$ cat src/hrg_pkg.sv
/*
 * Constants shared by the hybrid random generator: word and state widths,
 * entropy health-test limits and seeding length.
 * Assumes one clock domain; the numbers are plain defaults for the top module.
 */
package hrg_pkg;

  localparam int WORD_W      = 32;
  localparam int STATE_W     = 128;
  localparam int REP_LIMIT   = 32;
  localparam int WIN_BITS    = 256;
  localparam int MONO_LO     = 96;
  localparam int MONO_HI     = 160;
  localparam int SEED_WORDS  = 4;
  localparam int BUF_DEPTH   = 2;
  localparam logic [STATE_W-1:0] MIX_CONST = 128'h9E3779B97F4A7C15F39CC0605CEDC834;

  typedef enum logic [1:0]
  {
    ST_STARTUP,
    ST_SEED,
    ST_RUN,
    ST_FAIL
  } hrg_state_type;

endpackage

$ cat src/hrg_top.sv
/*
 * Hybrid random generator: raw entropy bit stream with continuous health
 * tests, a seeded deterministic state, and a buffered 32-bit word output.
 * Assumes raw_bit/raw_valid come from the physical source in the clk domain.
 */
`timescale 1ns/1ps

// Operation
// - the generator state is seeded only from health-checked entropy source words.
// - a reseed request at any time forces fresh entropy seeding before any further word; a word already buffered can still be taken in the next cycle.
// - generator output is delivered as 32-bit words.
// - a total-failure test runs from start-up and a detected failure stops all output.
// - words depending on raw bits sampled after a total failure are never used.
// - a monobit online test must pass at start-up and any later defect stops output.
// - the online test runs on every raw bit without waiting for any request.
// - entropy is gathered and used only in whole 32-bit words.
module hrg_top
  import hrg_pkg::*;
#(
  parameter int REP_MAX  = REP_LIMIT,
  parameter int WINDOW   = WIN_BITS,
  parameter int ONES_LO  = MONO_LO,
  parameter int ONES_HI  = MONO_HI,
  parameter int SEED_CNT = SEED_WORDS,
  parameter int DEPTH    = BUF_DEPTH
) (
  input  wire logic              clk,
  input  wire logic              rst,
  input  wire logic              raw_bit,
  input  wire logic              raw_valid,
  input  wire logic              reseed_req,
  input  wire logic              out_ready,
  output logic                   out_valid,
  output logic      [WORD_W-1:0] out_data,
  output logic                   gen_ready,
  output logic                   reseed_busy,
  output logic                   fail_total,
  output logic                   fail_defect
);

  localparam int REP_W  = $clog2(REP_MAX + 1);
  localparam int WIN_W  = $clog2(WINDOW + 1);
  localparam int BIT_W  = $clog2(WORD_W);
  localparam int SEED_W = $clog2(SEED_CNT + 1);
  localparam logic [REP_W-1:0]  REP_TOP   = REP_W'(REP_MAX - 1);
  localparam logic [WIN_W-1:0]  WIN_TOP   = WIN_W'(WINDOW - 1);
  localparam logic [WIN_W-1:0]  LO_BOUND  = WIN_W'(ONES_LO);
  localparam logic [WIN_W-1:0]  HI_BOUND  = WIN_W'(ONES_HI);
  localparam logic [BIT_W-1:0]  BIT_TOP   = BIT_W'(WORD_W - 1);
  localparam logic [SEED_W-1:0] SEED_TOP  = SEED_W'(SEED_CNT - 1);

  hrg_state_type      st_q;
  logic               prev_bit_q;
  logic [REP_W-1:0]   rep_cnt_q;
  logic [WIN_W-1:0]   win_cnt_q;
  logic [WIN_W-1:0]   ones_q;
  logic               startup_ok_q;
  logic [BIT_W-1:0]   bit_cnt_q;
  logic [WORD_W-1:0]  shift_q;
  logic [WORD_W-1:0]  pend_q;
  logic               have_pend_q;
  logic [WORD_W-1:0]  ent_word_q;
  logic               ent_valid_q;
  logic [SEED_W-1:0]  seed_cnt_q;
  logic [STATE_W-1:0] state_q;
  logic               reseed_pend_q;
  logic               fail_total_q;
  logic               fail_defect_q;
  logic               gen_ready_q;
  logic               reseed_busy_q;

  logic               rep_hit;
  logic               win_end;
  logic [WIN_W-1:0]   ones_now;
  logic               win_bad;
  logic               fail_now;
  logic               word_done;
  logic [WORD_W-1:0]  word_now;
  logic               gen_valid;
  logic               buf_ready;
  logic               gen_take;
  logic [STATE_W-1:0] state_step;
  logic [WORD_W-1:0]  gen_word;
  logic               flush;

  // total-failure test: run of identical raw bits
  assign rep_hit   = raw_valid && (raw_bit == prev_bit_q) && (rep_cnt_q >= REP_TOP - 1'b1);
  // monobit window test
  assign ones_now  = ones_q + WIN_W'(raw_bit);
  assign win_end   = raw_valid && (win_cnt_q == WIN_TOP);
  assign win_bad   = win_end && ((ones_now < LO_BOUND) || (ones_now > HI_BOUND));
  assign fail_now  = fail_total_q || fail_defect_q || rep_hit || win_bad;
  assign word_done = raw_valid && (bit_cnt_q == BIT_TOP);
  assign word_now  = {shift_q[WORD_W-2:0], raw_bit};

  assign state_step = {state_q[STATE_W-8:0], state_q[STATE_W-1:STATE_W-7]}
                      ^ (state_q >> 3) ^ MIX_CONST;
  assign gen_word   = state_step[STATE_W-1:STATE_W-WORD_W] ^ state_step[WORD_W-1:0];
  assign gen_valid  = (st_q == ST_RUN) && !reseed_pend_q && !fail_now;
  assign gen_take   = gen_valid && buf_ready;
  assign flush      = (st_q != ST_RUN) || fail_now || reseed_pend_q;

  // health-test counters run on every raw bit
  always_ff @(posedge clk or posedge rst)
  begin
    if (rst)
    begin
      prev_bit_q   <= 1'b0;
      rep_cnt_q    <= '0;
      win_cnt_q    <= '0;
      ones_q       <= '0;
      startup_ok_q <= 1'b0;
    end
    else if (raw_valid)
    begin
      prev_bit_q <= raw_bit;
      rep_cnt_q  <= (raw_bit == prev_bit_q) ? rep_cnt_q + 1'b1 : '0;
      if (win_end)
      begin
        win_cnt_q <= '0;
        ones_q    <= '0;
        if (!win_bad)
        begin
          startup_ok_q <= 1'b1;
        end
      end
      else
      begin
        win_cnt_q <= win_cnt_q + 1'b1;
        ones_q    <= ones_now;
      end
    end
  end

  // sticky failure flags
  always_ff @(posedge clk or posedge rst)
  begin
    if (rst)
    begin
      fail_total_q  <= 1'b0;
      fail_defect_q <= 1'b0;
    end
    else
    begin
      if (rep_hit)
      begin
        fail_total_q <= 1'b1;
      end
      if (win_bad)
      begin
        fail_defect_q <= 1'b1;
      end
    end
  end

  // raw words held back one word so a failure run is seen before release
  always_ff @(posedge clk or posedge rst)
  begin
    if (rst)
    begin
      bit_cnt_q   <= '0;
      shift_q     <= '0;
      pend_q      <= '0;
      have_pend_q <= 1'b0;
      ent_word_q  <= '0;
      ent_valid_q <= 1'b0;
    end
    else
    begin
      ent_valid_q <= 1'b0;
      if (raw_valid)
      begin
        shift_q   <= word_now;
        bit_cnt_q <= bit_cnt_q + 1'b1;
      end
      if (word_done)
      begin
        pend_q      <= word_now;
        have_pend_q <= !fail_now;
        if (have_pend_q && !fail_now)
        begin
          ent_word_q  <= pend_q;
          ent_valid_q <= 1'b1;
        end
      end
    end
  end

  // reseed request; a new request wins over the clear
  always_ff @(posedge clk or posedge rst)
  begin
    if (rst)
    begin
      reseed_pend_q <= 1'b0;
    end
    else if (reseed_req)
    begin
      reseed_pend_q <= 1'b1;
    end
    else if (st_q == ST_RUN)
    begin
      reseed_pend_q <= 1'b0;
    end
  end

  // control and generator state
  always_ff @(posedge clk or posedge rst)
  begin
    if (rst)
    begin
      st_q          <= ST_STARTUP;
      seed_cnt_q    <= '0;
      state_q       <= '0;
      gen_ready_q   <= 1'b0;
      reseed_busy_q <= 1'b0;
    end
    else if (fail_now)
    begin
      st_q          <= ST_FAIL;
      gen_ready_q   <= 1'b0;
      reseed_busy_q <= 1'b0;
    end
    else
    begin
      unique case (st_q)
        ST_STARTUP:
        begin
          if (startup_ok_q)
          begin
            st_q       <= ST_SEED;
            seed_cnt_q <= '0;
          end
        end
        ST_SEED:
        begin
          if (ent_valid_q)
          begin
            state_q <= state_step ^ {{(STATE_W-WORD_W){1'b0}}, ent_word_q};
            if (seed_cnt_q == SEED_TOP)
            begin
              st_q          <= ST_RUN;
              gen_ready_q   <= 1'b1;
              reseed_busy_q <= 1'b0;
            end
            else
            begin
              seed_cnt_q <= seed_cnt_q + 1'b1;
            end
          end
        end
        ST_RUN:
        begin
          if (reseed_pend_q)
          begin
            st_q          <= ST_SEED;
            seed_cnt_q    <= '0;
            gen_ready_q   <= 1'b0;
            reseed_busy_q <= 1'b1;
          end
          else if (gen_take)
          begin
            state_q <= state_step;
          end
        end
        ST_FAIL:
        begin
          st_q <= ST_FAIL;
        end
      endcase
    end
  end

  hrg_buffer #(
    .WIDTH (WORD_W),
    .DEPTH (DEPTH)
  ) u_buf (
    .clk       (clk),
    .rst       (rst),
    .flush     (flush),
    .in_valid  (gen_valid),
    .in_ready  (buf_ready),
    .in_data   (gen_word),
    .out_valid (out_valid),
    .out_ready (out_ready),
    .out_data  (out_data)
  );

  assign gen_ready   = gen_ready_q;
  assign reseed_busy = reseed_busy_q;
  assign fail_total  = fail_total_q;
  assign fail_defect = fail_defect_q;

endmodule

$ cat src/hrg_buffer.sv
/*
 * Shift-style buffer with valid and ready on both sides and a flush.
 * Entry 0 is the head and drives the output straight from its flip-flops.
 * Assumes the filler holds its word while in_valid is high and in_ready low.
 */
`timescale 1ns/1ps

module hrg_buffer #(
  parameter int WIDTH = 32,
  parameter int DEPTH = 2
) (
  input  wire logic             clk,
  input  wire logic             rst,
  input  wire logic             flush,
  input  wire logic             in_valid,
  output logic                  in_ready,
  input  wire logic [WIDTH-1:0] in_data,
  output logic                  out_valid,
  input  wire logic             out_ready,
  output logic      [WIDTH-1:0] out_data
);

  logic [WIDTH-1:0] data_q [DEPTH];
  logic [DEPTH-1:0] vld_q;
  logic             pop;
  logic             push;

  assign pop       = vld_q[0] & out_ready;
  assign in_ready  = ~vld_q[DEPTH-1];
  assign push      = in_valid & in_ready;
  assign out_valid = vld_q[0];
  assign out_data  = data_q[0];

  genvar i;
  generate
    for (i = 0; i < DEPTH; i++)
    begin : g_entry
      logic             nxt_vld;
      logic [WIDTH-1:0] nxt_data;
      logic             free_after;
      if (i == DEPTH - 1)
      begin : g_last
        assign nxt_vld  = 1'b0;
        assign nxt_data = data_q[i];
      end
      else
      begin : g_mid
        assign nxt_vld  = vld_q[i+1];
        assign nxt_data = data_q[i+1];
      end
      // slot takes the pushed word when it is the first free one after a pop
      if (i == 0)
      begin : g_first
        assign free_after = pop ? ~nxt_vld : ~vld_q[0];
      end
      else
      begin : g_rest
        assign free_after = pop ? (vld_q[i] & ~nxt_vld) : (vld_q[i-1] & ~vld_q[i]);
      end

      always_ff @(posedge clk or posedge rst)
      begin
        if (rst)
        begin
          vld_q[i]  <= 1'b0;
          data_q[i] <= '0;
        end
        else if (flush)
        begin
          vld_q[i] <= 1'b0;
        end
        else if (push && free_after)
        begin
          vld_q[i]  <= 1'b1;
          data_q[i] <= in_data;
        end
        else if (pop)
        begin
          vld_q[i]  <= nxt_vld;
          data_q[i] <= nxt_data;
        end
      end
    end
  endgenerate

endmodule

$ cat config.mk
export PLATFORM = sky130hd
export DESIGN_NAME = hrg_top
export DESIGN_NICKNAME = d
export VERILOG_FILES = /design/src/hrg_pkg.sv /design/src/hrg_top.sv /design/src/hrg_buffer.sv
export SDC_FILE = /design/constraint.sdc
export NUM_CORES = 1
export LEC_CHECK = 0
export BUFFER_PORTS_ARGS = -buffer_cell sky130_fd_sc_hd__buf_4
export CORE_MARGIN = 2
export CORE_UTILIZATION = 45
export CTS_CLUSTER_DIAMETER = 120
export DETAILED_ROUTE_END_ITERATION = 10
export GPL_TIMING_DRIVEN = 0
export PLACE_DENSITY = 0.72
export RECOVER_POWER = 50
export SLEW_MARGIN = 20
export SYNTH_ARGS = -nofsm -noshare
export SYNTH_HDL_FRONTEND = slang
export SYNTH_SLANG_ARGS = --single-unit
$ cat constraint.sdc
create_clock -name clk -period 10.25 [get_ports clk]
set_clock_uncertainty 0.05 [all_clocks]
set_input_delay 0 -clock clk [delete_from_list [all_inputs] [get_ports clk]]
set_output_delay 0 -clock clk [all_outputs]
set_load 0.03 [all_outputs]
After elaboration in Yosys (flattened, before gate mapping)
Cells that the tools add are included.
{"block": "word_totals", "reg_bits": 332, "inputBits": 6, "out_inout_bits": 37, "elab_cells": 138}
{"block": "classes", "addsub": 5, "magnitude_cmp": 3, "eq_ne": 18, "n_mux": 42, "bitwise_logic": 12, "reduce_logical": 35}
{"operator": "$mux 128", "n": 3}
{"operator": "$pmux 128 s2", "n": 1}
{"operator": "$xor 128x125->128", "n": 1}
{"operator": "$xor 128x32->128", "n": 1}
{"operator": "$not 68->68", "n": 1}
{"operator": "$mux 32", "n": 2}
{"operator": "$xor 32x32->32", "n": 1}
{"operator": "$mux 1", "n": 20}
{"operator": "$mux 9", "n": 2}
{"operator": "$ne 2x2->1 const B", "n": 7}
{"operator": "$mux 3", "n": 4}
{"operator": "$ne 3x3->1 const B", "n": 4}
{"operator": "$reduce_bool 3->1", "n": 4}
{"operator": "$logic_and 1x1->1", "n": 11}
{"operator": "$mux 2", "n": 5}
{"operator": "$add 9x1->9", "n": 1}
{"operator": "$add 9x1->9 const B", "n": 1}
{"operator": "$eq 9x8->1 const B", "n": 1}
{"operator": "$gt 9x8->1 const B", "n": 1}
{"operator": "$lt 9x7->1 const B", "n": 1}
{"operator": "$pmux 3 s3", "n": 1}
{"operator": "$pmux 2 s4", "n": 1}
{"operator": "$reduce_and 4->1", "n": 2}
{"operator": "$add 6x1->6 const B", "n": 1}
{"operator": "20 further kinds", "n": 38}

Depth between registers and ports, before layout
{"block": "logic_depth", "depth_word": 11, "ltp_mapped": 12, "depth_no_buf": 9}

Modules after synthesis
Synthesis repeated with hierarchy kept, for this count alone.
{"block": "hier_totals", "hier_cells": 1192, "hier_area_um2": 15932.8}
{"module": "hrg_top", "n_inst": 1, "cells_per_inst": 973, "area_each_um2": 13152.6, "seq_area_each_um2": 6631.4}
{"module": "hrg_buffer", "n_inst": 1, "cells_per_inst": 219, "area_each_um2": 2780.2, "seq_area_each_um2": 1651.6}

Least setup slack after synthesis
OpenSTA, ideal clock, no wires.
{"block": "synth_timing", "path_type": "register to register", "start": "register ones_q[0]", "end": "register ent_word_q[10]", "setup_ps": 125, "arrival_ps": 2923, "t_required_ps": 10075, "setup_slack_ps": 7153, "stages_incl_launch_ff": 11, "n_path_buf": 1, "synth_period_minus_slack_ps": 3097, "cell_sequence": "dfrtp_1 ha_1 ha_1 or4_1 o32ai_1 a31oi_1 o31a_1 o21ai_2 nor3b_4 buf_4 mux2_2"}
{"block": "synth_between", "elab_chain_cells": 8, "word_cells_on_any_way": 9, "cone_classes": "add/sub (1); order compare (2); reduce/logical (6)"}
{"item": "start, declared", "line": "hrg_top.sv:56", "source": "logic [WIN_W-1:0] ones_q;"}
{"item": "start signal, assigned", "line": "hrg_top.sv:130", "source": "ones_q <= ones_now;"}
{"item": "$add 9x1->9 (*)", "line": "hrg_top.sv:89", "source": "assign ones_now = ones_q + WIN_W'(raw_bit);"}
{"item": "$lt 9x7->1 / $gt 9x8->1 (equally long branches)", "line": "hrg_top.sv:91", "source": "assign win_bad = win_end && ((ones_now < LO_BOUND) || (ones_now > HI_BOUND));"}
{"item": "$logic_or 1x1->1 (*)", "line": "hrg_top.sv:91"}
{"item": "$logic_and 1x1->1 (*)", "line": "hrg_top.sv:91"}
{"item": "$logic_or 1x1->1 (*)", "line": "hrg_top.sv:92", "source": "assign fail_now = fail_total_q || fail_defect_q || rep_hit || win_bad;"}
{"item": "$logic_not 1->1 (*)", "line": "hrg_top.sv:180", "source": "if (have_pend_q && !fail_now)"}
{"item": "$logic_and 1x1->1 (*)", "line": "hrg_top.sv:180"}
{"item": "$reduce_and 2->1 (no line) (*)"}
{"item": "end signal, assigned", "line": "hrg_top.sv:182", "source": "ent_word_q <= pend_q;"}
{"item": "end, declared", "line": "hrg_top.sv:62", "source": "logic [WORD_W-1:0] ent_word_q;"}
Mark *: on every way between the ends. The rest lies on a longest branch, timed or not.
A chain may end at the register's enable or synchronous reset.

Worst setup path in the final report
{"block": "layout_timing", "start": "register ones_q[0]", "end": "register u_buf.data_q (netlist bit u_buf.out_data[19])"}
{"block": "layout_between", "elab_chain_cells": 11, "word_cells_on_any_way": 16, "cone_classes": "add/sub (1); order compare (2); mux (1); bitwise (2); reduce/logical (10)"}
{"item": "$add 9x1->9 (*)", "line": "hrg_top.sv:89"}
{"item": "$lt 9x7->1 / $gt 9x8->1 (equally long branches)", "line": "hrg_top.sv:91"}
{"item": "$logic_or 1x1->1 (*)", "line": "hrg_top.sv:91"}
{"item": "$logic_and 1x1->1 (*)", "line": "hrg_top.sv:91"}
{"item": "$logic_or 1x1->1 (*)", "line": "hrg_top.sv:92"}
{"item": "$logic_not 1->1", "line": "hrg_top.sv:99", "source": "assign gen_valid = (st_q == ST_RUN) && !reseed_pend_q && !fail_now;"}
{"item": "$logic_and 1x1->1", "line": "hrg_top.sv:99"}
{"item": "$and 1x1->1", "line": "hrg_buffer.sv:30", "source": "assign push = in_valid & in_ready;"}
{"item": "$logic_and 1x1->1", "line": "hrg_buffer.sv:72", "source": "else if (push && free_after)"}
{"item": "$reduce_bool 2->1 (no line)"}
{"item": "$reduce_and 2->1 (no line)"}
{"item": "end signal, assigned by index", "line": "hrg_buffer.sv:75", "source": "data_q[i] <= in_data;"}
{"item": "end signal, assigned by index", "line": "hrg_buffer.sv:80", "source": "data_q[i] <= nxt_data;"}
{"item": "end, declared", "line": "hrg_buffer.sv:23", "source": "logic [WIDTH-1:0] data_q [DEPTH];"}
Marked as above.

==> impl_metrics.tcl <==
set metrics [dict create \
    status "finished, violations left" \
    violations "max-capacitance violations, max-slew violations" \
    setup_tns_ps 0 \
    cts_hold_buf 5 \
    wirelength_um 30600 \
    fmax_mhz 261 \
    crit_fanout 10 \
    postCtsSetupRepairBufs 0 \
    sw_frac_of_total 0.275 \
    die_h_um 187 \
    synthFlopType "dfrtp_1" \
    routed-via-count 9500 \
    vias_per_cell 5.14 \
    yosys-top-cells-area "dfrtp_1, mux2_2, xnor2_1, xor2_1, o21ai_0" \
    cts_buffers 35 \
    overflow 0 \
    antennaDiodeCount 0 \
    drtIter0Drc 636 \
    finalNetCount 1399 \
    final_layout_size_suffix_gt1_frac 0.169 \
    post-route-period-util 0.374 \
    start_util 0.460 \
    std_cell_rows 66 \
    p_leak_nw 8.04 \
    start_kind "register" \
    async_reset_ff_frac 1.00 \
    fin_crit_ps 3830 \
    cts_tree "done" \
    place_area_um2 16000 \
    htreeDepth 2 \
    intPower_mw 2.60 \
    ys_ff_latch 331 \
    synth_area_per_cell_um2 11.6 \
    worstPathRequired_ps 10580 \
    setup.worst_path.end_class "register" \
    first_global_vias 9689 \
    grt_usage 0.178 \
    peakVddDrop_mv 0.129 \
    syn-num-nets 1312 \
    synth_top_area_frac 0.551 \
    whs_ps 176 \
    die_x_um 187 \
    synthCells 1297 \
    yosys_warnings 0 \
    yosysTopAreaCell "dfrtp_1" \
    wl_per_cell_um 16.5 \
    p_sw_uw 988 \
    worstMarginPinSlew_ps 3100 \
    grt_pass1_wl_um 51000 \
    root_buffer "clkbuf_16" \
    place_congestion 0.862 \
    post_cts_resized 0 \
    yosysSeqAreaShare 0.551 \
    hpwl_um 21600 \
    dp_slack_ps 6440 \
    rsz0062_at_grt "false" \
    coreArea_um2 32700 \
    setup_ws_ps 6420 \
    clockPowerShare 0.354 \
    grt_max_degree 106 \
    synth-edff-count 0 \
    p_comb_frac 0.167 \
    ant_nets 0 \
    maxCapViolCount 1 \
    port_buffers 42 \
    seq_power_share 0.479 \
    fin_util 0.522 \
    syn_area_um2 15000 \
    cts_num_sinks 331 \
    antenna_found_initial 0 \
    hp-class "in -> reg" \
    drtPass1Iterations 5 \
    fin_area_um2 17100 \
    syn_to_final_growth_pct 13.5 \
    worstPathArrival_ps 4160 \
    relSlewSlack -1.08 \
    design.die.area_um2 34900 \
    path_class "reg -> reg" \
    io_pins 43 \
    p_per_area_nw_per_um2 210 \
    clockBufferDepth 3 \
    ys_types 47 \
    finalHoldViolCount 0 \
    drv_slew 66 \
    drc 0 \
    setup_viol 0 \
    clk_pin_slew_ps 60 \
    clk_latency_ps 510 \
]
-- kinds of logic after synthesis --
family                   share of synthesized area
AND/OR/NAND/NOR                             0.0711
multiplexers                                 0.147
buffers and inverters                       0.0250
adder cells (fa/ha/maj)                    0.00749
flip-flops                                   0.551
AO/OA/AOI/OAI                               0.0628
XOR/XNOR                                     0.136
-- metal layers --
| metal | vias up | share of wire | track usage |
|---|---|---|---|
| met3 | 52 | 0.047 | 0.0285 |
| met5 | - | 0 | 0 |
| met4 | 0 | 0.024 | 0.0543 |
| met2 | 212 | 0.48 | 0.294 |
| li1 | 4514 | - | - |
| met1 | 4722 | 0.45 | 0.243 |
-- worst paths after layout --
check / startpoint / end / slack, ps / cells past startpoint
min in group asynchronous: rst / state_q[41]$_DFFE_PP0P_ / 910 / 3
setup reg to reg: ones_q[0]$_DFFE_PP0P_ / u_buf.out_data[19]$_DFFE_PP0P_ / 6420 / 10
max in group asynchronous: rst / shift_q[6]$_DFFE_PP0P_ / 7810 / 3
hold / removal: reseed_req / reseed_pend_q$_DFFE_PP0P_ / 180 / 3
hold reg to reg: startup_ok_q$_DFFE_PP0P_ / startup_ok_q$_DFFE_PP0P_ / 400 / 2
setup / recovery: ones_q[0]$_DFFE_PP0P_ / u_buf.out_data[19]$_DFFE_PP0P_ / 6420 / 10
-- layout by cell type, fill, tap and decap left out, types with 2 or more instances in the layout --
| cell type | n |
|---|---|
| a21oi_1 | 9 |
| a22o_1 | 2 |
| a31oi_1 | 3 |
| buf_1 | 6 |
| buf_16 | 3 |
| buf_2 | 7 |
| buf_4 | 8 |
| bufinv_16 | 2 |
| clkbuf_1 | 91 |
| clkbuf_16 | 37 |
| clkbuf_8 | 10 |
| clkinv_2 | 2 |
| dfrtp_1 | 331 |
| dlygate4sd3_1 | 5 |
| ha_1 | 9 |
| inv_1 | 33 |
| mux2_2 | 163 |
| mux2i_1 | 37 |
| nand2_1 | 179 |
| nand2b_1 | 3 |
| nand3_1 | 14 |
| nand4_1 | 7 |
| nor2_1 | 23 |
| nor2b_1 | 5 |
| nor3_1 | 4 |
| nor3b_1 | 2 |
| o211ai_1 | 3 |
| o21a_1 | 2 |
| o21ai_0 | 144 |
| o22ai_1 | 2 |
| or2_2 | 2 |
| or3_1 | 5 |
| or4_1 | 2 |
| xnor2_1 | 145 |
| xor2_1 | 88 |
-- stage by stage --
step	total power [mW]	std cells
4_1_cts	3.63	1850
6_report	3.59	1850
2_1_floorplan	2.16	1297
3_5_place_dp	2.34	1784
5_1_grt	3.78	1850
3_3_place_gp	2.31	1781
-- synth_stat cells, drive strengths merged, types with 3 or more instances --
library cell	instances
dfrtp	331
nand2	179
mux2	164
o21ai	145
xnor2	145
xor2	88
clkbuf	45
mux2i	37
inv	34
nor2	23
buf	16
nand3	14
a21oi	9
ha	9
nand4	7
nor2b	5
or3	5
nor3	4
a31oi	3
nand2b	3
nor3b	3
o211ai	3
-- worst max-delay path: stages (launching register included) --
cell and delay (ps):
dfrtp_1 380, ha_1 190, ha_1 290, or2_2 300, o32ai_1 380, a31oi_1 160, o31a_1 290, o21ai_2 310
nand4b_1 580, buf_2 430, mux2_1 330
-- flip-flops by register name, summed over array words and instances (netlist names), 5 cells and up --
name / flops
u_buf.out_data: 32
shift_q: 31
rep_cnt_q: 6
ones_q: 9
state_q: 128
win_cnt_q: 9
ent_word_q: 32
bit_cnt_q: 5
u_buf.g_entry.nxt_data: 32
pend_q: 32
-- final cells by class --
| class | instances | area [um^2] |
|---|---|---|
| timing repair buffer | 50 | 313 |
| clock buffer | 57 | 1100 |
| fill | 2866 | 15600 |
| buffer | 61 | 249 |
| inverter | 34 | 129 |
| tap | 442 | 553 |
| sequential | 331 | 8280 |
| clock inverter | 4 | 70.1 |
| multi-input combinational | 871 | 6380 |
-- power by group through the flow --
stage                     Clock (mW)  Sequential [mW]  Combinational [mW]
after floorplan                    0             1.68               0.484
after global placement             0             1.73               0.573
after detailed placement           0             1.74               0.602
after CTS                       1.30             1.72               0.610
after global routing            1.36             1.75               0.677
final                           1.27             1.72               0.598
No activity file was read; power rests on OpenSTA's default activity.
